[src/mipu_pkg.sv]
package mipu_pkg;
  localparam logic [7:0] MIPU_MCS_OFFSET = 8'h1c;
  localparam logic [7:0] MIPU_MCS_RESET = 8'h00;
  localparam int MIPU_BIT_EXT_EN = 7;
  localparam int MIPU_BIT_SENSE = 6;
  localparam int MIPU_BIT_CMP_PIN = 5;
  localparam int MIPU_BIT_CAP_PIN = 4;
  localparam int MIPU_BIT_LED = 2;
  localparam int MIPU_BIT_WDOG = 1;
  localparam int MIPU_BIT_POR = 0;
  localparam logic [7:0] MIPU_MCS_WMASK = 8'hf6;
  localparam logic [15:0] MIPU_VEC_RESET = 16'h1ffe;
  localparam logic [15:0] MIPU_VEC_TRAP = 16'h1ffc;
  localparam logic [15:0] MIPU_VEC_EXT = 16'h1ffa;
  localparam logic [15:0] MIPU_VEC_TIM16 = 16'h1ff8;
  localparam logic [15:0] MIPU_VEC_TIM8 = 16'h1ff6;
  localparam logic [15:0] MIPU_VEC_KEY = 16'h1ff4;
  localparam logic [7:0] MIPU_STACK_BASE = 8'hc0;
  localparam logic [5:0] MIPU_SP_RESET = 6'h3f;
  localparam int MIPU_KEY_LINES = 4;
  localparam int MIPU_CC_MASK_BIT = 3;

  typedef enum logic [2:0] {
    MIPU_SRC_NONE, MIPU_SRC_RESET, MIPU_SRC_TRAP, MIPU_SRC_EXT, MIPU_SRC_TIM16, MIPU_SRC_TIM8, MIPU_SRC_KEY
  } mipu_src_t;

  typedef enum logic [3:0] {
    MIPU_ST_RUN, MIPU_ST_PC_LO, MIPU_ST_PC_HI, MIPU_ST_IDX, MIPU_ST_ACC, MIPU_ST_CC, MIPU_ST_MASK,
    MIPU_ST_VEC_HI, MIPU_ST_VEC_LO, MIPU_ST_PULL_CC, MIPU_ST_PULL_ACC, MIPU_ST_PULL_IDX,
    MIPU_ST_PULL_HI, MIPU_ST_PULL_LO, MIPU_ST_DONE
  } mipu_state_t;

  typedef struct packed {
    logic [15:0] pc;
    logic [7:0] idx;
    logic [7:0] acc;
    logic [7:0] cc;
  } mipu_cpu_regs_t;

  typedef struct packed {
    logic rd;
    logic wr;
    logic [7:0] addr;
    logic [7:0] wdata;
  } mipu_stack_bus_t;

  typedef struct packed {
    logic capture_flag;
    logic capture_int_enable;
    logic compare_flag;
    logic compare_int_enable;
    logic overflow_flag;
    logic overflow_int_enable;
    logic short_timer_flag;
    logic short_timer_int_enable;
  } mipu_timer_src_t;
endpackage : mipu_pkg

[src/mipu_core.sv]
`timescale 1ns/1ps
`default_nettype none
module mipu_core
  import mipu_pkg::*;
#(
  parameter int KEY_LINES = MIPU_KEY_LINES
)(
  input wire logic clk,
  input wire logic reset_n,
  input wire logic clk_en,
  input wire logic [7:0] reg_addr,
  input wire logic [7:0] reg_wdata,
  input wire logic reg_wr,
  input wire logic reg_rd,
  output logic [7:0] reg_rdata,
  input wire logic pin_in,
  output logic pin_out,
  output logic pin_oe,
  input wire mipu_timer_src_t timer_src,
  input wire logic [KEY_LINES-1:0] key_line_flag,
  input wire logic [KEY_LINES-1:0] key_line_int_enable,
  input wire logic watchdog_expired,
  input wire logic power_on_event,
  input wire logic pin_reset_req,
  input wire logic insn_boundary,
  input wire logic soft_trap_instr,
  input wire logic trap_return_instr,
  input wire logic cpu_waiting,
  input wire mipu_cpu_regs_t cpu_regs,
  input wire logic [7:0] stack_rdata,
  output mipu_stack_bus_t stack_bus_q,
  output logic [15:0] vector_addr_q,
  output logic vector_fetch_q,
  output logic int_mask_q,
  output logic seq_busy_q,
  output logic wake_q,
  output mipu_cpu_regs_t restore_regs_q,
  output logic restore_valid_q,
  output logic cpu_reset_q,
  output logic compare_pin_enable,
  output logic capture_pin_enable
);
  logic [7:0] mcs_q, mcs_d;
  logic ext_latch_q, ext_latch_d;
  logic pin_prev_q, pin_prev_d;
  logic [7:0] rdata_q, rdata_d;
  mipu_state_t st_q, st_d;
  mipu_src_t src_q, src_d, pick;
  logic [5:0] sp_q, sp_d;
  logic mask_q, mask_d;
  mipu_stack_bus_t sb_d;
  logic [15:0] vec_q, vec_d;
  logic vf_d;
  mipu_cpu_regs_t rr_q, rr_d;
  logic rv_d, wake_d, rst_d, rst_q;
  logic rd_dly_q, rd_dly_d;
  logic ext_en, sense, fall, ext_req, tim16_req, tim8_req, key_req, reset_req, any_masked;

  assign ext_en = mcs_q[MIPU_BIT_EXT_EN];
  assign sense = mcs_q[MIPU_BIT_SENSE];
  assign fall = pin_prev_q & ~pin_in;
  assign tim16_req = (timer_src.capture_flag & timer_src.capture_int_enable)
    | (timer_src.compare_flag & timer_src.compare_int_enable)
    | (timer_src.overflow_flag & timer_src.overflow_int_enable);
  assign tim8_req = timer_src.short_timer_flag & timer_src.short_timer_int_enable;
  assign key_req = |(key_line_flag & key_line_int_enable);
  assign reset_req = power_on_event | pin_reset_req | (watchdog_expired & mcs_q[MIPU_BIT_WDOG]);
  assign ext_req = ext_latch_q & ext_en;
  assign any_masked = ext_req | tim16_req | tim8_req | key_req;

  // register port and pin latch
  always_comb
  begin
    mcs_d = mcs_q;
    rdata_d = 8'h00;
    pin_prev_d = pin_in;
    ext_latch_d = ext_latch_q;
    if (reg_wr && reg_addr == MIPU_MCS_OFFSET)
    begin
      // power-on flag is cleared by a software write of 0 or by reset_n; a write of 1 leaves it
      mcs_d = (reg_wdata & MIPU_MCS_WMASK) | (mcs_q & ~MIPU_MCS_WMASK);
      if (!reg_wdata[MIPU_BIT_POR])
        mcs_d[MIPU_BIT_POR] = 1'b0;
    end
    if (power_on_event)
      mcs_d[MIPU_BIT_POR] = 1'b1;
    if (reg_rd && reg_addr == MIPU_MCS_OFFSET)
      rdata_d = mcs_q;
    if (st_q == MIPU_ST_VEC_HI && src_q == MIPU_SRC_EXT)
      ext_latch_d = 1'b0;
    if (ext_en)
    begin
      if (fall || (!sense && !pin_in))
        ext_latch_d = 1'b1; // set wins over vector-fetch clear
    end
    else
      ext_latch_d = 1'b0;
  end

  always_ff @(posedge clk or negedge reset_n)
  begin
    if (!reset_n)
    begin
      mcs_q <= MIPU_MCS_RESET;
      rdata_q <= 8'h00;
      pin_prev_q <= 1'b1;
      ext_latch_q <= 1'b0;
    end
    else if (clk_en)
    begin
      mcs_q <= mcs_d;
      rdata_q <= rdata_d;
      pin_prev_q <= pin_prev_d;
      ext_latch_q <= ext_latch_d;
    end
  end

  always_comb
  begin
    if (reset_req)
      pick = MIPU_SRC_RESET;
    else if (soft_trap_instr)
      pick = MIPU_SRC_TRAP;
    else if (mask_q)
      pick = MIPU_SRC_NONE;
    else if (ext_req)
      pick = MIPU_SRC_EXT;
    else if (tim16_req)
      pick = MIPU_SRC_TIM16;
    else if (tim8_req)
      pick = MIPU_SRC_TIM8;
    else if (key_req)
      pick = MIPU_SRC_KEY;
    else
      pick = MIPU_SRC_NONE;
  end

  function automatic logic [15:0] vec_of(input mipu_src_t s);
    case (s)
      MIPU_SRC_RESET: vec_of = MIPU_VEC_RESET;
      MIPU_SRC_TRAP: vec_of = MIPU_VEC_TRAP;
      MIPU_SRC_EXT: vec_of = MIPU_VEC_EXT;
      MIPU_SRC_TIM16: vec_of = MIPU_VEC_TIM16;
      MIPU_SRC_TIM8: vec_of = MIPU_VEC_TIM8;
      MIPU_SRC_KEY: vec_of = MIPU_VEC_KEY;
      default: vec_of = MIPU_VEC_RESET;
    endcase
  endfunction : vec_of

  // sequencer: one stack byte per cycle, no wait states on stack ram
  always_comb
  begin
    st_d = st_q;
    src_d = src_q;
    sp_d = sp_q;
    mask_d = mask_q;
    sb_d = '0;
    vec_d = vec_q;
    vf_d = 1'b0;
    rr_d = rr_q;
    rv_d = 1'b0;
    rst_d = 1'b0;
    rd_dly_d = stack_bus_q.rd;
    wake_d = cpu_waiting & tim16_req;
    case (st_q)
      MIPU_ST_RUN:
      begin
        if (reset_req)
        begin
          rst_d = 1'b1;
          sp_d = MIPU_SP_RESET;
          mask_d = 1'b1;
          src_d = MIPU_SRC_RESET;
          st_d = MIPU_ST_VEC_HI; // reset skips stacking
        end
        else if (insn_boundary && trap_return_instr)
          st_d = MIPU_ST_PULL_CC;
        else if (insn_boundary && pick != MIPU_SRC_NONE)
        begin
          src_d = pick;
          st_d = MIPU_ST_PC_LO;
        end
      end
      MIPU_ST_PC_LO, MIPU_ST_PC_HI, MIPU_ST_IDX, MIPU_ST_ACC, MIPU_ST_CC:
      begin
        sb_d.wr = 1'b1;
        sb_d.addr = MIPU_STACK_BASE | {2'b00, sp_q};
        sp_d = sp_q - 6'd1;
        case (st_q)
          MIPU_ST_PC_LO: begin sb_d.wdata = cpu_regs.pc[7:0]; st_d = MIPU_ST_PC_HI; end
          MIPU_ST_PC_HI: begin sb_d.wdata = cpu_regs.pc[15:8]; st_d = MIPU_ST_IDX; end
          MIPU_ST_IDX: begin sb_d.wdata = cpu_regs.idx; st_d = MIPU_ST_ACC; end
          MIPU_ST_ACC: begin sb_d.wdata = cpu_regs.acc; st_d = MIPU_ST_CC; end
          default: begin sb_d.wdata = cpu_regs.cc; st_d = MIPU_ST_MASK; end
        endcase
      end
      MIPU_ST_MASK:
      begin
        mask_d = 1'b1;
        st_d = MIPU_ST_VEC_HI;
      end
      MIPU_ST_VEC_HI:
      begin
        vec_d = vec_of(src_q);
        vf_d = 1'b1;
        st_d = MIPU_ST_VEC_LO;
      end
      MIPU_ST_VEC_LO:
      begin
        vec_d = vec_q + 16'd1;
        vf_d = 1'b1;
        st_d = MIPU_ST_DONE;
      end
      MIPU_ST_PULL_CC, MIPU_ST_PULL_ACC, MIPU_ST_PULL_IDX, MIPU_ST_PULL_HI, MIPU_ST_PULL_LO:
      begin
        sb_d.rd = 1'b1;
        sp_d = sp_q + 6'd1;
        sb_d.addr = MIPU_STACK_BASE | {2'b00, sp_d};
        case (st_q)
          MIPU_ST_PULL_CC: st_d = MIPU_ST_PULL_ACC;
          MIPU_ST_PULL_ACC: st_d = MIPU_ST_PULL_IDX;
          MIPU_ST_PULL_IDX: st_d = MIPU_ST_PULL_HI;
          MIPU_ST_PULL_HI: st_d = MIPU_ST_PULL_LO;
          default: st_d = MIPU_ST_DONE;
        endcase
      end
      MIPU_ST_DONE:
        st_d = MIPU_ST_RUN;
      default:
        st_d = MIPU_ST_RUN;
    endcase
    // stack ram registers the strobe, so data trails stack_bus_q.rd by one cycle
    // the last byte lands once the sequencer is back in run
    if (rd_dly_q)
    begin
      case (st_q)
        MIPU_ST_PULL_IDX:
        begin
          rr_d.cc = stack_rdata;
          mask_d = stack_rdata[MIPU_CC_MASK_BIT];
        end
        MIPU_ST_PULL_HI: rr_d.acc = stack_rdata;
        MIPU_ST_PULL_LO: rr_d.idx = stack_rdata;
        MIPU_ST_DONE: rr_d.pc[15:8] = stack_rdata;
        default:
        begin
          rr_d.pc[7:0] = stack_rdata;
          rv_d = 1'b1;
        end
      endcase
    end
    if (reset_req)
      rst_d = 1'b1;
  end

  always_ff @(posedge clk or negedge reset_n)
  begin
    if (!reset_n)
    begin
      st_q <= MIPU_ST_RUN;
      src_q <= MIPU_SRC_NONE;
      sp_q <= MIPU_SP_RESET;
      mask_q <= 1'b1;
      stack_bus_q <= '0;
      vec_q <= MIPU_VEC_RESET;
      vector_fetch_q <= 1'b0;
      restore_regs_q <= '0;
      rr_q <= '0;
      restore_valid_q <= 1'b0;
      rst_q <= 1'b0;
      rd_dly_q <= 1'b0;
      wake_q <= 1'b0;
      seq_busy_q <= 1'b0;
      pin_out <= 1'b0;
      pin_oe <= 1'b0;
      reg_rdata <= 8'h00;
      compare_pin_enable <= 1'b0;
      capture_pin_enable <= 1'b0;
    end
    else if (clk_en)
    begin
      st_q <= st_d;
      src_q <= src_d;
      sp_q <= sp_d;
      mask_q <= mask_d;
      stack_bus_q <= sb_d;
      vec_q <= vec_d;
      vector_fetch_q <= vf_d;
      rr_q <= rr_d;
      restore_regs_q <= rr_d;
      restore_valid_q <= rv_d;
      rst_q <= rst_d;
      rd_dly_q <= rd_dly_d;
      wake_q <= wake_d;
      seq_busy_q <= st_d != MIPU_ST_RUN;
      // open drain: only drives low as indicator when interrupt use is off
      pin_oe <= ~mcs_d[MIPU_BIT_EXT_EN] & mcs_d[MIPU_BIT_LED];
      pin_out <= 1'b0;
      reg_rdata <= rdata_d;
      compare_pin_enable <= mcs_d[MIPU_BIT_CMP_PIN];
      capture_pin_enable <= mcs_d[MIPU_BIT_CAP_PIN];
    end
  end

  assign vector_addr_q = vec_q;
  assign int_mask_q = mask_q;
  assign cpu_reset_q = rst_q;
endmodule : mipu_core
`default_nettype wire

[config.mk]
export PLATFORM = sky130hd
export DESIGN_NAME = mipu_core
export DESIGN_NICKNAME = d
export VERILOG_FILES = /design/src/mipu_pkg.sv /design/src/mipu_core.sv
export SDC_FILE = /design/constraint.sdc
export NUM_CORES = 1
export LEC_CHECK = 0
export BUFFER_PORTS_ARGS = -buffer_cell sky130_fd_sc_hd__buf_2
export CELL_PAD_IN_SITES_DETAIL_PLACEMENT = 1
export CELL_PAD_IN_SITES_GLOBAL_PLACEMENT = 2
export CORE_AREA = 3 3 136 138
export DETAILED_ROUTE_END_ITERATION = 16
export DIE_AREA = 0 0 139 141
export PLACE_DENSITY_LB_ADDON = 0.08
export SETUP_SLACK_MARGIN = 0.4
export SLEW_MARGIN = 40
export SYNTH_ARGS = -nofsm -noshare
export SYNTH_HDL_FRONTEND = slang
export SYNTH_SLANG_ARGS = --single-unit
[constraint.sdc]
create_clock -name clk -period 3 [get_ports clk]
set_clock_uncertainty 0.2 [all_clocks]
set_input_delay 0.45 -clock clk [delete_from_list [all_inputs] [get_ports clk]]
set_output_delay 0.45 -clock clk [all_outputs]
set_load 0.01 [all_outputs]
After elaboration in Yosys (flattened, before gate mapping)
Index checks and enable logic that the tools add are counted.
- memory bits (writable): 0
- bits in read-only memories: 0
- logic and storage cells: 145
- bits in latches: 0
- input bits: 93
- memories kept: 0
- flip-flop bits (word level): 115
- output and inout bits: 92
- divide/modulo/power cells: 0
- $add $sub $neg: 3
- multiply operators: 0
- eq/ne operators: 23
- reduce and logical (&&, ||, !) cells: 32
- multiplexer cells: 40
- shifts and indexed selects: 0
- order comparisons: 0
- bitwise operators: 18
- operators by type and width (cell ; count):
    one-hot mux 16 bit (2 select lines) ; 1
    one-hot mux 8 bit (4 select lines) ; 1
    2-to-1 mux 3 bit ; 10
    equality test 4 bit (second input constant) ; 7
    2-to-1 mux 8 bit ; 3
    one-hot mux 3 bit (4 select lines) ; 2
    one-hot mux 4 bit (6 select lines) ; 1
    one-hot mux 4 bit (5 select lines) ; 1
    one-hot mux 6 bit (3 select lines) ; 1
    AND reduction 3 bit ; 6
    adder 16 x 1 -> 16 bit (second input constant) ; 1
    equality test 4 x 3 -> 1 bit (second input constant) ; 4
    one-hot mux 8 bit (2 select lines) ; 1
    2-to-1 mux 1 bit ; 14
    2-to-1 mux 4 bit ; 3
    OR reduction 5 bit ; 2
    bitwise AND 1 bit ; 9
    equality test 3 bit (second input constant) ; 3
    equality test 4 x 2 -> 1 bit (second input constant) ; 2
    equality test 8 x 5 -> 1 bit (second input constant) ; 1
    OR 8 x 4 -> 8 bit ; 1
    AND reduction 2 bit ; 4
    OR reduction 4 bit ; 2
    adder 6 x 1 -> 6 bit (second input constant) ; 1
    other kinds (19) ; 35

Longest topological paths before layout
Gate-level depths: netlist (run 1).
- depth in word-level cells: 16
- mapped depth: 8
- mapped depth without buffers: 7

Least setup slack after synthesis (run 1)
No wires, ideal clock.
- path kind: input -> register
- start: input port reg_addr[5]
- end: register mcs_q[1]
- setup slack: 0.666 ns
- data required time: 2.675 ns
- data arrival time: 2.010 ns
- buffers on the path: 0
- setup time: 0.125 ns
- cell stages on the path: 4
- cells stage by stage: or4b_2 -> nor4_2 -> nand3_1 -> mux2_2
- cells in the longest elaborated chain, start to end: 3
- ends and longest elaborated chain (element ; RTL line ; RTL):
    start, declared ; mipu_core.sv:11 ; input wire logic [7:0] reg_addr,
    equality test 8 x 5 -> 1 bit ; mipu_core.sv:78 ; if (reg_wr && reg_addr == MIPU_MCS_OFFSET)
    logical AND 1 bit ; mipu_core.sv:78 ;
    AND reduction 2 bit (no line) ; n/a ;
    end signal, assigned ; mipu_core.sv:111 ; mcs_q <= mcs_d;
    end, declared ; mipu_core.sv:43 ; logic [7:0] mcs_q, mcs_d;
No other way between the ends.
A chain may end at the register's enable or synchronous reset.

Final worst setup path (run 1)
- start: register st_q[0]
- end: register vec_q[14], in the netlist vector_addr_q[14]
- cells in the longest elaborated chain, start to end: 3
- elaborated cells on any way between the ends: 5
- those cells by class: eq/ne (2); mux (1); reduce/logical (2)
- ends and longest elaborated chain (element ; RTL line ; RTL):
    start, declared ; mipu_core.sv:47 ; mipu_state_t st_q, st_d;
    start signal, assigned ; mipu_core.sv:282 ; st_q <= st_d;
    equality test 4 x 3 -> 1 bit / equality test 4 bit (equally long branches) ; mipu_core.sv:165 ; case (st_q)
    nonzero test 2 bit (no line) ; n/a ;
    AND reduction 2 bit (no line) ; n/a ;
    end signal, assigned ; mipu_core.sv:287 ; vec_q <= vec_d;
    end, declared ; mipu_core.sv:52 ; logic [15:0] vec_q, vec_d;
Parallel ways exist; a longest one is shown, timed or not.

==> flow_metrics.py, run 1 <==
metrics = {
    "worst_setup_path": {
        "cp-end-kind": "flop",
        "worstPathArrival_ns": 2.55,
        "crit_chain": "or4b_4, a211oi_4, nand2b_2, or3_1, a21oi_1",
        "critPathLaunchType": "flop",
        "critPathBufInv": 0,
        "crit_type": "reg2reg",
        "cp_max_fo": 12,
        "cpMaxStageDelayCell": "or4b_4",
        "required_ns": 3.08,
        "slowest_delay_ns": 0.67,
        "critical_path.top_delay_family": "simple AND/OR/NAND/NOR gates",
    },
    "clocking": {
        "numCtsBuffers": 9,
        "cts-root-buf": "clkbuf_16",
        "tritoncts": "done",
        "insertion_delay_ns": 0.35,
        "post_cts_buffers": 0,
        "htreeDepth": 3,
        "clockBufferDepth": 2,
        "cts_sinks": 110,
        "path_clk_slew_ns": 0.08,
    },
    "global_route": {
        "grt_max_degree": 53,
        "antenna_found_initial": 1,
        "grt_usage_pct": 16.7,
        "grt_pass1_vias": 5008,
        "overflow": 0,
        "grt_pass1_wl_um": 26500,
    },
    "synth": {
        "synth-compound-area-share_pct": 14.3,
        "synth_edf_count": 0,
        "ys_types": 61,
        "ys_ff_latch": 110,
        "synth.top_cells.by_area": "dfrtp_1, mux2_2, dfstp_2, nand2_1, o2bb2ai_1",
        "yosysTopAreaCellShare_pct": 41.9,
        "synth_async_sr_flop_share_pct": 100,
        "synth_xor_area_share_pct": 3.10,
        "synth.largest_area_cell": "dfrtp_1",
        "yosysWarnings": 0,
        "syn-mean-instance-area_um2": 11.0,
        "netlist_area_um2": 5370,
        "synth_fa_ha_area_share_pct": 0.699,
        "syn_inst": 487,
        "synth_top_family_by_area": "compound AO/OA/AOI/OAI gates",
        "seq_area_frac_synth_pct": 51.7,
        "yosys.area_share.simple_pct": 12.9,
        "synthMuxAreaShare_pct": 13.6,
        "synth_flop_cell": "dfrtp_1",
    },
    "power_and_ir_drop": {
        "irDropWorstVdd_v": 0.000411,
        "p_leak_nw": 3.30,
        "netSwitchingFraction_pct": 38.6,
        "intPower_mw": 3.90,
        "p_clk_share_pct": 19.1,
        "seq_power_share_pct": 39.7,
        "p_sw_mw": 2.45,
        "totalPowerFinal_mw": 6.35,
        "power.share.combinational_pct": 41.1,
        "cellPowerDensity_nw_per_um2": 918,
    },
    "cells_and_area": {
        "mostFrequentLayoutCells": "buf_2, dfrtp_1, mux2_2",
        "area_delta_synth_final_pct": 28.7,
        "stdcell_count": 903,
        "layout-drive-gt1-share_pct": 46.5,
        "finalNetCount": 769,
        "layout_commonest_cell": "buf_2",
        "antennaDiodeCount": 0,
    },
    "floorplan": {
        "io_pins": 185,
        "die_h_um": 141,
        "dieArea_um2": 19600,
        "core_area_um2": 17300,
        "initial_core_util_pct": 31.1,
        "rows": 48,
        "die_w_um": 139,
    },
    "timing": {
        "hold_viol_final": 0,
        "tightest_slew_ns": 0.720,
        "period_minus_slack_ns": 2.48,
        "fmax_ghz": 0.404,
        "final-setup-viol-count": 0,
        "slew_violations": 0,
        "setup_tns_ns": 0,
        "relSlewSlack_pct": 52.0,
        "rsz0062_at_grt": "true",
        "period_share_pct": 82.6,
    },
    "place": {
        "numPortBuffers": 181,
        "dp_hpwl_um": 12200,
        "placedCellCount": 886,
        "globalplace.congestion": 0.774,
    },
    "route": {
        "route.vias.total": 4547,
        "drt-initial-drc-count": 109,
        "drt_first_pass_iters": 7,
        "ant_nets": 0,
        "via_per_inst": 5.04,
        "drcViolationCount": 0,
        "wl_um": 16400,
        "wl_per_cell_um": 18.2,
    },
    "outcome": {
        "status": "finished clean",
    },
    "job": {
        "max-cap-violations": 0,
    },
    "hold_path": {
        "hold_path_class": "in2reg",
    },
}
## power by group through the flow
| stage | clock (mW) | combinational [mW] | sequential (mW) |
|---|---|---|---|
| after floorplan | 0 | 1.46 | 2.67 |
| after global placement | 0 | 2.60 | 2.51 |
| after detailed placement | 0 | 2.65 | 2.55 |
| after CTS | 1.27 | 2.67 | 2.53 |
| after global routing | 1.33 | 2.90 | 2.62 |
| final | 1.21 | 2.61 | 2.52 |
## through the flow
stage / area [um2] / worst slack [ns] / utilization, % / hold WS (ns)
2_1_floorplan: 5380 / 0.666 / - / -0.0456
3_3_place_gp: 6580 / 0.331 / 38.1 / 0.258
3_5_place_dp: 6580 / 0.260 / 38.1 / 0.263
4_1_cts: 6900 / 0.407 / 39.9 / 0.0883
5_1_grt: 6910 / 0.396 / 40.0 / 0.114
6_report: 6910 / 0.522 / 40.0 / 0.106
## cell usage after synthesis (3+ instances only)
cell type  number
mux2_2         63
dfstp_2        20
nand2_1        36
nand3_1        25
a22o_1         10
o2bb2ai_1      15
and3_1          4
xnor2_1        12
clkbuf_1       15
xor2_1          7
a222oi_1        8
buf_4           4
o31ai_1         3
a31oi_1         7
a21oi_1        21
ha_1            3
o21ai_0        25
nor3_1          5
nand4_1         3
dfrtp_1        90
buf_2           4
buf_1           3
inv_1          17
nor2_1         34
or3_1           5
or4_1           3
## per-layer routing
layer / GRT usage (%) / part of all wire [%] / wire length (um) / vias up
li1: - / - / - / 2143
met1: 20.5 / 42 / 6870 / 2283
met2: 29.1 / 51 / 8360 / 106
met3: 4.65 / 6.1 / 999 / 13
met4: 4.33 / 1.1 / 184 / 2
met5: 0 / 0.079 / 13 / -
## path summary, 6_finish.rpt
kind                                 startpoint           endpoint  slack [ns]  cells after the start
max in group asynchronous               reset_n           rr_q[24]        1.30                      3
worst max register to register          st_q[0]  vector_addr_q[14]        0.52                      5
min in group asynchronous               reset_n    stack_bus_q[11]        0.49                      2
worst max-delay path                    st_q[0]  vector_addr_q[14]        0.52                      5
worst min-delay path                     pin_in        ext_latch_q        0.11                      2
worst min register to register  stack_bus_q[10]    stack_bus_q[10]        0.28                      1
## cells by family after synthesis
family | count (synthesis)
xor+xnor | 19
simple gates | 135
mux | 65
other cells | 1
fa+ha+maj | 3
buf+inv | 46
compound gates | 108
flops | 110
## final cells by class
type	count	area, um2
fill	1999	10400
clock buffer	9	225
clock inverter	7	77.6
multi-input combinational	332	2410
timing repair buffer	202	1070
tap	225	282
inverter	18	67.6
sequential	110	2780
## flip-flops by register name (all words and copies together) (netlist names), 3 cells and up
name	flops
sp_q	6
st_q	4
rr_q	40
src_q	3
stack_bus_q	16
mcs_q	7
reg_rdata	7
vector_addr_q	16
## what timing repair did
| action | 4_1_cts | 5_1_grt |
|---|---|---|
| endpoints found under the hold margin | 35 | 0 |
| endpoints found under the setup margin | 1 | 13 |
| gates resized for setup | 1 | 4 |
| hold buffers | 1 | 0 |
(Power assumes the default switching activity.)
==> inputs of run 2 (changes only) <==
clock period = 2.3 ns   (was 3 ns; I/O delays follow)
==> run 2 against run 1 <==
  * Wire length grew 8.9%
  * Global-route usage grew 0.76 points
  * Hold slack lost 0.088 ns
  * Sequential cell count is the same
  * Sequential power grew 31%
  * Worst setup slack lost 0.33 ns
  * First-iteration DRC count grew 27%
  * Clock power grew 39%
  * Sequential share of layout area shrank 4.9 points
  * Largest cell class unchanged
==> flow_metrics.py, run 2 (same netlist as run 1, synthesis figures left out) <==
metrics = {
    "clocking": {
        "path_clk_slew_ns": 0.08,
        "numCtsBuffers": 9,
        "htreeDepth": 3,
        "clockBufferDepth": 2,
        "cts-root-buf": "clkbuf_16",
        "insertion_delay_ns": 0.35,
        "cts_sinks": 110,
        "tritoncts": "done",
    },
    "power_and_ir_drop": {
        "p_clk_share_pct": 18.0,
        "irDropWorstVdd_v": 0.000501,
        "power.share.combinational_pct": 46.7,
        "p_leak_nw": 3.75,
        "p_sw_mw": 3.54,
        "netSwitchingFraction_pct": 37.9,
        "intPower_mw": 5.80,
        "seq_power_share_pct": 35.3,
        "cellPowerDensity_nw_per_um2": 1190,
        "totalPowerFinal_mw": 9.35,
    },
    "place": {
        "placedCellCount": 903,
        "pre_cts_ws_ns": -0.0557,
        "numPortBuffers": 181,
        "globalplace.congestion": 0.759,
        "dpl_cell_area_um2": 6820,
        "dp_hpwl_um": 12900,
    },
    "cells_and_area": {
        "finalNetCount": 828,
        "largest_register_ffs": 40,
        "layout_commonest_cell": "buf_2",
        "stdcell_count": 962,
        "utilization_pct": 45.5,
        "final_area_um2": 7870,
        "layout-drive-gt1-share_pct": 56.4,
        "mostFrequentLayoutCells": "buf_2, dfrtp_1, mux2_2",
        "area_delta_synth_final_pct": 46.4,
        "antennaDiodeCount": 0,
        "largest_register": "rr_q",
    },
    "floorplan": {
        "die_h_um": 141,
        "dieArea_um2": 19600,
        "rows": 48,
        "die_w_um": 139,
        "io_pins": 185,
        "initial_core_util_pct": 31.1,
        "core_area_um2": 17300,
    },
    "timing": {
        "worst_hold_slack_ns": 0.0179,
        "fmax_ghz": 0.475,
        "period_share_pct": 91.5,
        "setup_slack_ns": 0.196,
        "rsz0062_at_grt": "true",
        "final-setup-viol-count": 0,
        "slew_violations": 0,
        "hold_viol_final": 0,
        "setup_tns_ns": 0,
        "period_minus_slack_ns": 2.10,
    },
    "worst_setup_path": {
        "critPathLaunchType": "flop",
        "crit_type": "reg2reg",
        "r2r-start": "st_q[2]",
        "cp_max_fo": 5,
        "worstPathArrival_ns": 2.19,
        "r2r-end": "vector_addr_q[14]",
        "reg2regPathDepth": 5,
        "cp-end-kind": "flop",
        "required_ns": 2.39,
        "ff2ff_setup_slack_ns": 0.20,
    },
    "route": {
        "drt_first_pass_iters": 4,
        "wl_per_cell_um": 18.6,
        "drcViolationCount": 0,
        "wl_um": 17900,
        "drt-initial-drc-count": 138,
        "wl_met3_um": 964,
        "wl_met1_um": 7500,
        "route.vias.total": 4772,
        "dr.max_layer_used": "met4",
        "ant_nets": 0,
        "wl_met2_um": 9210,
        "via_per_inst": 4.96,
    },
    "global_route": {
        "overflow": 0,
        "antenna_found_initial": 0,
        "grt_pass1_wl_um": 27600,
        "grt_max_degree": 46,
        "grt_usage_pct": 17.5,
        "grt_pass1_vias": 5147,
    },
    "hold_path": {
        "whs_path_depth": 3,
        "min_to": "mcs_q[0]",
        "hold_path_class": "in2reg",
        "hp-start": "reg_wdata[0]",
    },
    "outcome": {
        "status": "finished clean",
    },
    "job": {
        "max-cap-violations": 0,
    },
}
## run 2: changes by cell type in the layout (fill, tap and decap cells not counted), moves of 6 or more
cell,previous run,this run
a21oi_2,0,6
o21ai_0,25,17
buf_6,0,15
nand3_1,25,18
nand3_2,0,6
buf_4,21,54
o21ai_1,0,8
buf_12,0,8
a21oi_1,21,14
## run 2: cell type report
type                    instances  area (um2)
inverters                      18        71.3
flip-flops and latches        110        2780
clock inverters                 7        97.6
repair buffers                261        1700
fillers                      1941        9430
multi-input cells             332        2710
well taps                     225         282
clock buffers                   9         225
## run 2: how the worst max path moves through the flow
| stage | from | endpoint | slack [ns] | depth (start not counted) |
|---|---|---|---|---|
| after global placement | timer_src[6] | seq_busy_q | -0.008 | 8 |
| after detailed placement | timer_src[6] | seq_busy_q | -0.06 | 8 |
| after CTS | st_q[0] | vector_addr_q[14] | 0.23 | 5 |
| after global routing | st_q[2] | vector_addr_q[14] | 0.13 | 5 |
| final | st_q[2] | vector_addr_q[14] | 0.20 | 5 |
| after floorplan | st_q[1] | vector_addr_q[14] | 0.11 | 7 |
## run 2: power by group through the flow
stage               logic, mW  clock network [mW]  registers [mW]
global route             4.76                1.84            3.43
detailed placement       3.67                   0            3.30
CTS                      3.83                1.76            3.27
floorplan                1.97                   0            3.49
global placement         3.59                   0            3.24
finish                   4.36                1.68            3.30
## run 2: layer usage
| metal | vias to the layer above | GRT usage [%] |
|---|---|---|
| met1 | 2400 | 21.3 |
| li1 | 2259 | - |
| met4 | 0 | 5.15 |
| met5 | - | 0 |
| met3 | 13 | 4.95 |
| met2 | 100 | 30.3 |
## run 2: critical path, stage by stage, from the launching register on
cell,delay (ns)
dfrtp_1,0.43
or4b_4,0.56
a211oi_4,0.28
nand2b_4,0.12
or3_4,0.34
a21oi_2,0.11
## run 2: timing repair
| item | CTS | global route |
|---|---|---|
| setup buffers | 12 | 25 |
| endpoints found under the hold margin | 11 | 0 |
| pin swaps | 13 | 20 |
| resized for setup | 23 | 70 |
| setup endpoints to repair | 73 | 92 |
| hold buffers | 3 | 0 |
| gates cloned | 0 | 3 |
